`src/oapu_pkg.sv`:
```
`default_nettype none
package oapu_pkg;
    // ----------------------------------------------------------------
    // Data path shape
    // ----------------------------------------------------------------
    localparam int          OAPU_WORD_W     = 16;
    localparam int          OAPU_FIFO_DEPTH = 8;

    // ----------------------------------------------------------------
    // Register map: printed offsets are word indices, byte address = 4x
    // ----------------------------------------------------------------
    localparam logic [11:0] OAPU_IDX_OVL_FMT   = 12'h832;
    localparam logic [11:0] OAPU_IDX_DISP_MODE = 12'h834;
    localparam logic [31:0] OAPU_ADDR_OVL_FMT   = {18'h00000, OAPU_IDX_OVL_FMT, 2'b00};
    localparam logic [31:0] OAPU_ADDR_DISP_MODE = {18'h00000, OAPU_IDX_DISP_MODE, 2'b00};

    // Reset values and implemented bits (others read as zero)
    localparam logic [15:0] OAPU_OVL_FMT_RST    = 16'h0000;
    localparam logic [15:0] OAPU_DISP_MODE_RST  = 16'h0000;
    localparam logic [15:0] OAPU_OVL_FMT_MASK   = 16'h0f00;
    localparam logic [15:0] OAPU_DISP_MODE_MASK = 16'h0707;

    // ----------------------------------------------------------------
    // Field positions
    // ----------------------------------------------------------------
    localparam int          OAPU_ALPHA_SEL_BIT = 11;
    localparam int          OAPU_DEPTH_LSB     = 8;
    localparam int          OAPU_VROT_LSB      = 0;
    localparam int          OAPU_VMIR_BIT      = 2;
    localparam int          OAPU_OROT_LSB      = 8;
    localparam int          OAPU_OMIR_BIT      = 10;

    // Pixel depth codes used with the alpha format select set
    localparam logic [2:0]  OAPU_DEPTH_A1555 = 3'h1;
    localparam logic [2:0]  OAPU_DEPTH_A4444 = 3'h2;
    localparam logic [2:0]  OAPU_DEPTH_A8888 = 3'h4;

    // Opaque alpha for plain colour pixels
    localparam logic [7:0]  OAPU_ALPHA_OPAQUE = 8'hff;

    // Bus answers
    localparam logic [1:0]  OAPU_RESP_OKAY   = 2'h0;
    localparam logic [1:0]  OAPU_RESP_SLVERR = 2'h2;

    // Register selection after address decode
    localparam logic [1:0]  OAPU_SEL_NONE = 2'h0;
    localparam logic [1:0]  OAPU_SEL_FMT  = 2'h1;
    localparam logic [1:0]  OAPU_SEL_MODE = 2'h2;

    // Which half of a 32-bit alpha pixel comes next
    typedef enum logic {OAPU_PAIR_LOW, OAPU_PAIR_HIGH} oapu_pair_t;
endpackage
`default_nettype wire

```
`src/oapu_fifo.sv`:
```
`timescale 1ns/10ps
`default_nettype none
module oapu_fifo
    import oapu_pkg::*;
#(
    parameter int WIDTH = 16,
    parameter int DEPTH = 8
)
(
    // Clock and reset
    input  wire logic             clk,
    input  wire logic             rstN,
    // Fill side
    input  wire logic             inValid,
    output logic                  inReady,
    input  wire logic [WIDTH-1:0] inData,
    // Drain side
    output logic                  outValid,
    input  wire logic             outReady,
    output logic [WIDTH-1:0]      outData
);
    localparam int AW = $clog2(DEPTH);

    logic [WIDTH-1:0] mem [DEPTH];     // Word storage
    logic [AW:0]      wrPtr;           // Write pointer with wrap bit
    logic [AW:0]      rdPtr;           // Read pointer with wrap bit
    logic [AW:0]      level;           // Words held
    logic             spaceAvail;      // Registered not-full
    logic             dataAvail;       // Registered not-empty
    logic [AW:0]      next_level;

    wire push = inValid && spaceAvail;
    wire pop  = dataAvail && outReady;

    assign inReady  = spaceAvail;
    assign outValid = dataAvail;
    assign outData  = mem[rdPtr[AW-1:0]];
    assign next_level = level + {{AW{1'b0}}, push} - {{AW{1'b0}}, pop};

    // ----------------------------------------------------------------
    // Pointers and flags; flags are registered so ready is glitch free
    // ----------------------------------------------------------------
    always_ff @(posedge clk or negedge rstN)
    begin
        if (!rstN)
        begin
            wrPtr      <= '0;
            rdPtr      <= '0;
            level      <= '0;
            spaceAvail <= 1'b1;
            dataAvail  <= 1'b0;
        end
        else
        begin
            wrPtr      <= wrPtr + {{AW{1'b0}}, push};
            rdPtr      <= rdPtr + {{AW{1'b0}}, pop};
            level      <= next_level;
            spaceAvail <= (next_level != (AW + 1)'(DEPTH));
            dataAvail  <= (next_level != '0);
        end
    end

    // Storage needs no reset; only written slots are ever read
    always_ff @(posedge clk)
    begin
        if (push)
        begin
            mem[wrPtr[AW-1:0]] <= inData;
        end
    end
endmodule
`default_nettype wire

```
`src/oapu_unpacker.sv`:
```
// Summary of operation
// - One select bit chooses alpha or plain colour
// - Three-bit depth field picks the exact format
// - 1:5:5:5 alpha bit15, colours five bits each
// - 4:4:4:4 alpha top nibble, then red, green, blue
// - 32-bit: low word green/blue, high alpha/red
// - Decoded alpha goes on to blending
// - Rotation and mirror for both windows, one register
// - Rotation: viewport bits 1-0, overlay bits 9-8
// - Mirror: viewport bit 2, overlay bit 10
//
// The AXI4-Lite slave port was decided locally.
`timescale 1ns/10ps
`default_nettype none
module oapu_unpacker
    import oapu_pkg::*;
(
    // Clock and reset
    input  wire logic        clk_sys,
    input  wire logic        nrst,
    // AXI4-Lite write address and data
    input  wire logic [31:0] awaddr,
    input  wire logic        awvalid,
    output logic             awready,
    input  wire logic [31:0] wdata,
    input  wire logic [3:0]  wstrb,
    input  wire logic        wvalid,
    output logic             wready,
    // AXI4-Lite write response
    output logic [1:0]       bresp,
    output logic             bvalid,
    input  wire logic        bready,
    // AXI4-Lite read
    input  wire logic [31:0] araddr,
    input  wire logic        arvalid,
    output logic             arready,
    output logic [31:0]      rdata,
    output logic [1:0]       rresp,
    output logic             rvalid,
    input  wire logic        rready,
    // Fetched display buffer words
    input  wire logic        wordValid,
    input  wire logic [15:0] wordData,
    output logic             wordReady,
    // Decoded overlay pixels
    output logic             pixValid,
    input  wire logic        pixReady,
    output logic             pixAlphaMode,
    output logic [7:0]       pixAlpha,
    output logic [7:0]       pixRed,
    output logic [7:0]       pixGreen,
    output logic [7:0]       pixBlue,
    // Rotation and mirror controls
    output logic [1:0]       viewRotate,
    output logic             viewMirror,
    output logic [1:0]       ovlRotate,
    output logic             ovlMirror
);
    // ----------------------------------------------------------------
    // Helpers
    // ----------------------------------------------------------------
    function automatic logic [1:0] oapu_decode(input logic [31:0] addr);
        oapu_decode = (addr == OAPU_ADDR_OVL_FMT)   ? OAPU_SEL_FMT  :
                      (addr == OAPU_ADDR_DISP_MODE) ? OAPU_SEL_MODE : OAPU_SEL_NONE;
    endfunction

    // Byte-lane merge limited to implemented bits
    function automatic logic [15:0] oapu_merge(input logic [15:0] old, input logic [15:0] data,
                                               input logic [1:0] strb, input logic [15:0] mask);
        logic [15:0] lanes;
        lanes      = {{8{strb[1]}}, {8{strb[0]}}};
        oapu_merge = ((old & ~lanes) | (data & lanes)) & mask;
    endfunction

    // Widen a five-bit component by repeating its top bits
    function automatic logic [7:0] oapu_wide5(input logic [4:0] v);
        oapu_wide5 = {v, v[4:2]};
    endfunction

    // ----------------------------------------------------------------
    // Reset release through two flops
    // ----------------------------------------------------------------
    logic rstMeta;                     // First stage, read by rstN only
    logic rstN;                        // Released reset for the block

    always_ff @(posedge clk_sys or negedge nrst)
    begin
        if (!nrst)
            {rstN, rstMeta} <= 2'b00;
        else
            {rstN, rstMeta} <= {rstMeta, 1'b1};
    end

    // ----------------------------------------------------------------
    // Register bus slave
    // ----------------------------------------------------------------
    logic [15:0] ovlFmt;               // Overlay format configuration
    logic [15:0] dispMode;             // Display mode setting two
    logic [31:0] awAddrHeld;           // Captured write address
    logic [15:0] wDataHeld;            // Captured write data, low half
    logic [1:0]  wStrbHeld;            // Captured lanes of low half

    // Both halves held and no response pending: commit the write
    wire       doWrite = !awready && !wready && !bvalid;
    wire [1:0] wrSel   = oapu_decode(awAddrHeld);
    wire [1:0] rdSel   = oapu_decode(araddr);
    wire       wrFmt   = doWrite && (wrSel == OAPU_SEL_FMT);
    wire       wrMode  = doWrite && (wrSel == OAPU_SEL_MODE);
    wire [15:0] rdWord = (rdSel == OAPU_SEL_FMT)  ? ovlFmt   :
                         (rdSel == OAPU_SEL_MODE) ? dispMode : 16'h0000;

    // Address and data are taken in either order; ready drops while held
    always_ff @(posedge clk_sys or negedge rstN)
    begin
        if (!rstN)
            {awready, wready, awAddrHeld, wDataHeld, wStrbHeld} <= {2'b11, 50'h0};
        else if (doWrite)
            {awready, wready} <= 2'b11;
        else
        begin
            if (awvalid && awready)
            begin
                awAddrHeld <= awaddr;
                awready    <= 1'b0;
            end
            if (wvalid && wready)
            begin
                wDataHeld <= wdata[15:0];
                wStrbHeld <= wstrb[1:0];
                wready    <= 1'b0;
            end
        end
    end

    // Write response; unmapped addresses answer with an error
    always_ff @(posedge clk_sys or negedge rstN)
    begin
        if (!rstN)
            {bvalid, bresp} <= {1'b0, OAPU_RESP_OKAY};
        else if (doWrite)
        begin
            bvalid <= 1'b1;
            bresp  <= (wrSel == OAPU_SEL_NONE) ? OAPU_RESP_SLVERR : OAPU_RESP_OKAY;
        end
        else if (bready)
            bvalid <= 1'b0;
    end

    // Control registers; a format write also realigns word pairing
    always_ff @(posedge clk_sys or negedge rstN)
    begin
        if (!rstN)
        begin
            ovlFmt   <= OAPU_OVL_FMT_RST;
            dispMode <= OAPU_DISP_MODE_RST;
        end
        else
        begin
            if (wrFmt)
                ovlFmt <= oapu_merge(ovlFmt, wDataHeld, wStrbHeld, OAPU_OVL_FMT_MASK);
            if (wrMode)
                dispMode <= oapu_merge(dispMode, wDataHeld, wStrbHeld, OAPU_DISP_MODE_MASK);
        end
    end

    // Read channel answers on the same edge that takes the address
    always_ff @(posedge clk_sys or negedge rstN)
    begin
        if (!rstN)
            {arready, rvalid, rdata, rresp} <= {1'b1, 33'h0, OAPU_RESP_OKAY};
        else if (arvalid && arready)
        begin
            arready <= 1'b0;
            rvalid  <= 1'b1;
            rdata   <= {16'h0000, rdWord};
            rresp   <= (rdSel == OAPU_SEL_NONE) ? OAPU_RESP_SLVERR : OAPU_RESP_OKAY;
        end
        else if (rvalid && rready)
            {arready, rvalid} <= 2'b10;
    end

    // Rotation and mirror enables come straight from the mode register
    assign viewRotate = dispMode[OAPU_VROT_LSB +: 2];
    assign ovlRotate  = dispMode[OAPU_OROT_LSB +: 2];
    assign viewMirror = dispMode[OAPU_VMIR_BIT];
    assign ovlMirror  = dispMode[OAPU_OMIR_BIT];

    // ----------------------------------------------------------------
    // Word buffer between fetch and decode
    // ----------------------------------------------------------------
    logic        fifoValid;            // Word waiting for decode
    logic [15:0] fifoData;             // Word at the head
    logic        fifoReady;            // Decode takes the head word

    oapu_fifo #(
        .WIDTH (OAPU_WORD_W),
        .DEPTH (OAPU_FIFO_DEPTH)
    ) u_fifo (
        .clk      (clk_sys),
        .rstN     (rstN),
        .inValid  (wordValid),
        .inReady  (wordReady),
        .inData   (wordData),
        .outValid (fifoValid),
        .outReady (fifoReady),
        .outData  (fifoData)
    );

    // ----------------------------------------------------------------
    // Format decode
    // ----------------------------------------------------------------
    oapu_pair_t  pairState;            // Expected half of a 32-bit pixel
    logic [15:0] lowHeld;              // Green and blue of a 32-bit pixel

    wire       fmtAlpha = ovlFmt[OAPU_ALPHA_SEL_BIT];
    wire [2:0] depth    = ovlFmt[OAPU_DEPTH_LSB +: 3];
    wire       is1555   = fmtAlpha && (depth == OAPU_DEPTH_A1555);
    wire       is4444   = fmtAlpha && (depth == OAPU_DEPTH_A4444);
    wire       is8888   = fmtAlpha && (depth == OAPU_DEPTH_A8888);
    // Unknown depth codes fall back to opaque pass-through
    wire       isAlpha  = is1555 || is4444 || is8888;
    // Output slot frees up when empty or being drained this edge
    wire       outFree  = !pixValid || pixReady;
    wire       take     = fifoValid && outFree;
    // The low word of a 32-bit pixel is consumed without output
    wire       emit     = take && !(is8888 && (pairState == OAPU_PAIR_LOW));
    assign fifoReady    = outFree;

    wire [7:0] decA = is1555 ? {8{fifoData[15]}} :
                      is4444 ? {fifoData[15:12], fifoData[15:12]} :
                      is8888 ? fifoData[15:8] : OAPU_ALPHA_OPAQUE;
    wire [7:0] decR = is1555 ? oapu_wide5(fifoData[14:10]) :
                      is4444 ? {fifoData[11:8], fifoData[11:8]} :
                      is8888 ? fifoData[7:0] : 8'h00;
    wire [7:0] decG = is1555 ? oapu_wide5(fifoData[9:5]) :
                      is4444 ? {fifoData[7:4], fifoData[7:4]} :
                      is8888 ? lowHeld[15:8] : fifoData[15:8];
    wire [7:0] decB = is1555 ? oapu_wide5(fifoData[4:0]) :
                      is4444 ? {fifoData[3:0], fifoData[3:0]} :
                      is8888 ? lowHeld[7:0] : fifoData[7:0];

    // Pairing of 32-bit pixels: low word first, then high word
    always_ff @(posedge clk_sys or negedge rstN)
    begin
        if (!rstN)
        begin
            pairState <= OAPU_PAIR_LOW;
            lowHeld   <= 16'h0000;
        end
        else if (wrFmt)
            pairState <= OAPU_PAIR_LOW;
        else if (take && is8888)
        begin
            case (pairState)
                OAPU_PAIR_LOW:
                begin
                    lowHeld   <= fifoData;
                    pairState <= OAPU_PAIR_HIGH;
                end
                OAPU_PAIR_HIGH:
                    pairState <= OAPU_PAIR_LOW;
                default:
                    pairState <= OAPU_PAIR_LOW;
            endcase
        end
    end

    // Output stage holds a pixel until the blender takes it
    always_ff @(posedge clk_sys or negedge rstN)
    begin
        if (!rstN)
            {pixValid, pixAlphaMode, pixAlpha, pixRed, pixGreen, pixBlue} <= 34'h0;
        else if (emit)
        begin
            pixValid     <= 1'b1;
            pixAlphaMode <= isAlpha;
            pixAlpha     <= decA;
            pixRed       <= decR;
            pixGreen     <= decG;
            pixBlue      <= decB;
        end
        else if (pixReady)
            pixValid <= 1'b0;
    end
endmodule
`default_nettype wire

```
`config.mk`:
```
export PLATFORM = sky130hd
export DESIGN_NAME = oapu_unpacker
export DESIGN_NICKNAME = d
export VERILOG_FILES = /design/src/oapu_pkg.sv /design/src/oapu_fifo.sv /design/src/oapu_unpacker.sv
export SDC_FILE = /design/constraint.sdc
export NUM_CORES = 1
export LEC_CHECK = 0
export BUFFER_PORTS_ARGS = -buffer_cell sky130_fd_sc_hd__buf_2
export CORE_MARGIN = 2
export CORE_UTILIZATION = 50
export DETAILED_ROUTE_END_ITERATION = 10
export GPL_TIMING_DRIVEN = 0
export HOLD_SLACK_MARGIN = 0.02
export PLACE_DENSITY = 0.88
export SYNTH_ARGS = -nofsm -noshare
export SYNTH_HDL_FRONTEND = slang
export SYNTH_SLANG_ARGS = --single-unit
```
`constraint.sdc`:
```
create_clock -name clk_sys -period 4 [get_ports clk_sys]
set_input_delay 0.2 -clock clk_sys [delete_from_list [all_inputs] [get_ports clk_sys]]
set_output_delay 0.2 -clock clk_sys [all_outputs]
set_load 0.03 [all_outputs]
```
== Word level (Yosys, flattened, before mapping) ==
Memory sizes are Yosys's and may differ from the RTL's.
Cells that the tools add are included.
Operators by class
  $add $sub $neg: 4
  $mul: 0
  divide/modulo/power cells: 0
  $lt $le $gt $ge: 0
  equality and inequality tests: 12
  shift-type cells: 0
  mux-type cells: 37
  bitwise operators: 9
  reduce and logical (&&, ||, !) cells: 36
Operators with widths (count)
  32-bit by 14-bit equality test with 1-bit output, second input constant: 4
  8-bit 2-to-1 mux: 12
  12-bit bitwise AND: 2
  1-bit logical AND: 16
  1-bit 2-to-1 mux: 16
  4-bit by 1-bit adder with 4-bit output: 3
  12-bit 2-to-1 mux: 1
  2-bit 2-to-1 mux: 6
  12-bit NOT: 1
  12-bit OR: 1
  2-bit nonzero test: 6
  11-bit bitwise AND: 1
  11-bit 2-to-1 mux: 1
  11-bit OR: 1
  1-bit logical NOT: 5
  2-bit by 1-bit equality test with 1-bit output, second input constant: 2
  2-bit equality test, second input constant: 2
  2-bit logical NOT: 2
  4-bit != test, second input constant: 1
  2-bit AND reduction: 2
  4-bit nonzero test: 1
  4-bit by 1-bit subtractor with 4-bit output: 1
  3-bit by 1-bit equality test with 1-bit output, second input constant: 1
  3-bit by 2-bit equality test with 1-bit output, second input constant: 1
  5 further kinds: 9
Storage, ports and cells
  flip-flop bits (word level): 148
  bits in latches: 0
  RAM bits: 128
  memory bits (read-only): 0
  bits of input ports: 125
  output and inout port bits: 82
  word-level logic and storage cells: 127
  memories kept: 1
Memory list
  u_fifo.mem: depth 8, width 16, read ports 1, clocked after memory_dff 0, wr ports 1, line oapu_fifo.sv:24  | logic [WIDTH-1:0] mem [DEPTH];

== Logic depth before layout (Yosys ltp) ==
  depth in word-level cells: 7
  depth in mapped cells: 12
  depth with buffers taken out: 11

== Modules after synthesis ==
A second synthesis with hierarchy kept.
Second synthesis, totals
  cells, all modules: 697
  area total of the unflattened synthesis: 10871.7 um^2
Modules (own cells, without submodules)
  oapu_fifo: times used 1, cells each 239, area each 5490.3 um^2
  oapu_unpacker: times used 1, cells each 458, area each 5381.4 um^2

== Least setup slack after synthesis ==
OpenSTA, ideal clock, no wires.
  path kind: register -> register
  from: register u_fifo.spaceAvail, in the netlist u_fifo.inReady
  to: memory u_fifo.mem[0][0], enable pin
  library setup time: 0.409 ns
  arrival: 2.060 ns
  required time: 3.591 ns
  slack: 1.530 ns
  cell stages (with the launch flop): 4
  cells stage by stage: dfstp_2 and2_1 nand2b_1 nor3_1
On the way
  word-level cells in the longest chain between the ends: 3
Ends and longest elaborated chain
  start, declared: line oapu_fifo.sv:28  | logic spaceAvail;
  start signal, assigned: line oapu_fifo.sv:58  | spaceAvail <= (next_level != (AW + 1)'(DEPTH));
  1-bit logical AND: line oapu_fifo.sv:32  | wire push = inValid && spaceAvail;
  1-bit 2-to-1 mux: line oapu_fifo.sv:66  | if (push)
  1-bit 2-to-1 mux (not written as such): line oapu_fifo.sv:68  | mem[wrPtr[AW-1:0]] <= inData;
  end, declared: line oapu_fifo.sv:24
No other way between the ends.

== Worst setup path after layout ==
  from: register u_fifo.rdPtr[2]
  to: register pixRed[2]
On the way
  word-level cells in the longest chain between the ends: 4
Ends and longest elaborated chain
  start, declared: line oapu_fifo.sv:26  | logic [AW:0] rdPtr;
  start signal, assigned: line oapu_fifo.sv:56  | rdPtr <= rdPtr + {{AW{1'b0}}, pop};
  memory read 8 x 16 bit (*)
  8-bit 2-to-1 mux: line oapu_unpacker.sv:234  | is8888 ? fifoData[7:0] : 8'h00;
  8-bit 2-to-1 mux: line oapu_unpacker.sv:233  | is4444 ? {fifoData[11:8], fifoData[11:8]} :
  8-bit 2-to-1 mux (*): line oapu_unpacker.sv:232  | wire [7:0] decR = is1555 ? oapu_wide5(fifoData[14:10]) :
  end signal, assigned: line oapu_unpacker.sv:278  | pixRed <= decR;
  end, declared: line oapu_unpacker.sv:50  | output logic [7:0] pixRed,
Every way passes the cells marked *; elsewhere a longest branch is shown, timed or not.
A chain may end at the register's enable or synchronous reset.

==> results.toml <==
[placed_design]
dp_hpwl_um = 17740
post-place-cells = 1167
io_buffers = 152
pre_cts_ws_ns = 1.289
routabilityCongestion = 0.8986

[routing]
wl_per_cell_um = 21.84
drtIter0Drc = 840
vias = 7249
routed_wl_um = 27950
ant_nets = 0
drt-vias-per-instance = 5.663
drt-pass1-iter-count = 5
drc_errors = 0

[logic_synthesis]
synth_edf_count = 128
ys_seq_area_frac = 0.6509
netlist_instances = 700
ys_ff_latch = 258
synth.avg_cell_area_um2 = 15.59
synth_top_flop_cell = "edfxtp_1"
async_reset_ff_frac = 0.5039
synth_top_area_frac = 0.3523
yosysWarnings = 0
syn_area_um2 = 10910
ys_types = 63
synth_top_area_cell = "edfxtp_1"
ys_top_cells_by_area = "edfxtp_1, dfrtp_1, mux2_2, mux4_2, buf_4"

[critical_path]
reg2reg_from = "u_fifo.rdPtr[2]"
cp-start-kind = "flip-flop"
critPathRequiredTime_ns = 4.40
critical_path_arrival_ns = 3.21
crit_start = "u_fifo.rdPtr[2]"
setup.worst_path.end_class = "flip-flop"
timing.critical_path.fanout_max = 10
worstSetupPathType = "flip-flop to flip-flop"
r2r_slack_ns = 1.19

[outcome]
status = "complete, no violations"

[sta]
max_freq_ghz = 0.3554
setup_viol = 0
tightest_slew_ns = 1.004
finalWorstSetupSlack_ns = 1.186
fin_skew_ns = 0.008696
setup-tns-final_ns = 0
period_needed_ns = 2.814
fin_crit_sh = 0.7034
finalHoldViolCount = 0
maxSlewViolCount = 0
rsz0062_at_grt = "no"
slew_headroom = 0.3214

[global_route]
grt_max_degree = 70
grt_pass1_wl_um = 41000
antenna_found_initial = 0
grt_use_total = 0.2390
grt_pass1_vias = 7412
grt-ovfl-total = 0

[cells_and_area]
finalNetCount = 1113
drive_gt1_frac = 0.3750
instances_no_fill = 1280
final_cell_mix = "buf_2, edfxtp_1, dfrtp_1, mux2_2, dlygate4sd3_1"
final_common_cell = "buf_2"
diodes = 0
areaGrowthSynthToFinish_pct = 27.06

[floorplanning]
fp.dieW_um = 151.7
die_area_um2 = 23020
start_util = 0.5046
ios = 207
rows = 54
core-area_um2 = 21620
die_y_um = 151.7

[clocking]
cts_buffers = 26
ctsRootBufferMaster = "clkbuf_16"
h-tree-depth = 1
worstSkewPairLatency_ns = 0.52
cts_buffer_depth = 3
cts_post_setup_buffers_inserted = 0
cts_tree = "built"
cts.sinks = 258
clkSlewWorstSetupHoldPaths_ns = 0.06

[power]
p_total_w = 0.009453
pwr_density_cell_nw_per_um2 = 681.9
ir_drop_uv = 807.2
p_leak_nw = 5.771

[hold_path]
hp-start = "araddr[4]"
hp-class = "input port to flip-flop"

[run]
drv_cap = 0
[what timing repair did]
| item | in CTS | in global routing |
|---|---|---|
| hold endpoints to repair | 176 | 0 |
| hold buffers | 65 | 0 |
| gates resized for setup | 0 | 0 |
[synth_stat cells, types with 5 or more instances]
cell	instances
a21o_1	12
dfrtp_1	126
mux2_4	5
and2_1	5
mux2i_1	10
a22o_1	5
nor2_1	21
o21ai_0	27
o221ai_1	5
inv_1	26
a22oi_1	5
mux2_2	69
xnor2_1	5
nand2_1	28
nand2b_1	7
clkbuf_1	17
edfxtp_1	128
mux4_2	32
nor4_1	8
nor3_1	5
ha_1	7
nor4_2	6
o22ai_1	7
buf_4	29
a21oi_1	18
[where the power goes]
| group | total, W | internal (W) | switching, W |
|---|---|---|---|
| combinational | 0.00306 | 0.00128 | 0.00178 |
| clock | 0.00259 | 0.00160 | 0.000987 |
| sequential | 0.00381 | 0.00343 | 0.000377 |
| total | 0.00945 | 0.00631 | 0.00314 |
[final timing paths]
check                                   to  depth (start not counted)
setup / recovery                 pixRed[2]                          6
hold / removal                   rdata[11]                          4
setup reg to reg                 pixRed[2]                          6
hold reg to reg                       rstN                          0
max in group asynchronous          arready                          1
min in group asynchronous  u_fifo.wrPtr[1]                          0
[registers in the layout (all words and copies together), names as in the netlist, 2 cells and up, named ones only]
signal	count
u_fifo.mem	128
awAddrHeld	32
lowHeld	16
pixAlpha	8
pixBlue	8
pixGreen	8
pixRed	8
rdata	7
wDataHeld	7
u_fifo.level	4
u_fifo.rdPtr	3
u_fifo.wrPtr	3
wStrbHeld	2
[critical path: stages, from the launching register on]
cell,delay (ns)
dfrtp_1,0.31
buf_2,0.21
clkbuf_1,0.55
mux4_2,0.42
mux2i_1,0.57
o21ai_0,0.27
o32a_1,0.35
[cells by family (layout without fill, tap and decap cells)]
family / Yosys count / in the layout / share of synthesized area
AOI/OAI and AO/OA: 117 / 117 / 0.07695
xor gates and xnor gates: 7 / 7 / 0.005619
adders and majority gates: 8 / 8 / 0.009862
buffers and inverters: 82 / 356 / 0.04059
DFF: 258 / 258 / 0.6509
muxes: 118 / 118 / 0.1558
other: 2 / 28 / 0.0006883
and+or+nand+nor: 108 / 108 / 0.05952
[per-stage QoR]
stage,util,area (µm²),hold slack [ns]
finish,0.6412,13860,0.1255
global route,0.6412,13860,0.1579
CTS,0.6412,13860,0.1048
detailed placement,0.5682,12280,-0.008411
global placement,0.5605,12120,-0.01353
floorplan,-,11010,-0.09559
[per-layer routing]
layer / wire, µm / share of wire / GRT usage / vias to the layer above
met5: 0 / 0 / 0 / -
met4: 767 / 0.027 / 0.07130 / 0
met3: 2103 / 0.075 / 0.03862 / 52
met2: 14830 / 0.53 / 0.4477 / 396
met1: 10240 / 0.37 / 0.2821 / 3612
li1: - / - / - / 3189
[layout make-up]
class                   count  area [µm²]
fillers                  1480        7757
flip-flops and latches    258        7106
multi-input cells         386        3488
repair buffers            226        1548
clock buffers              37       773.2
well taps                 280       350.3
plain buffers              56       345.3
clock inverters            11       155.1
inverters                  26       97.59
(Power assumes the default switching activity.)
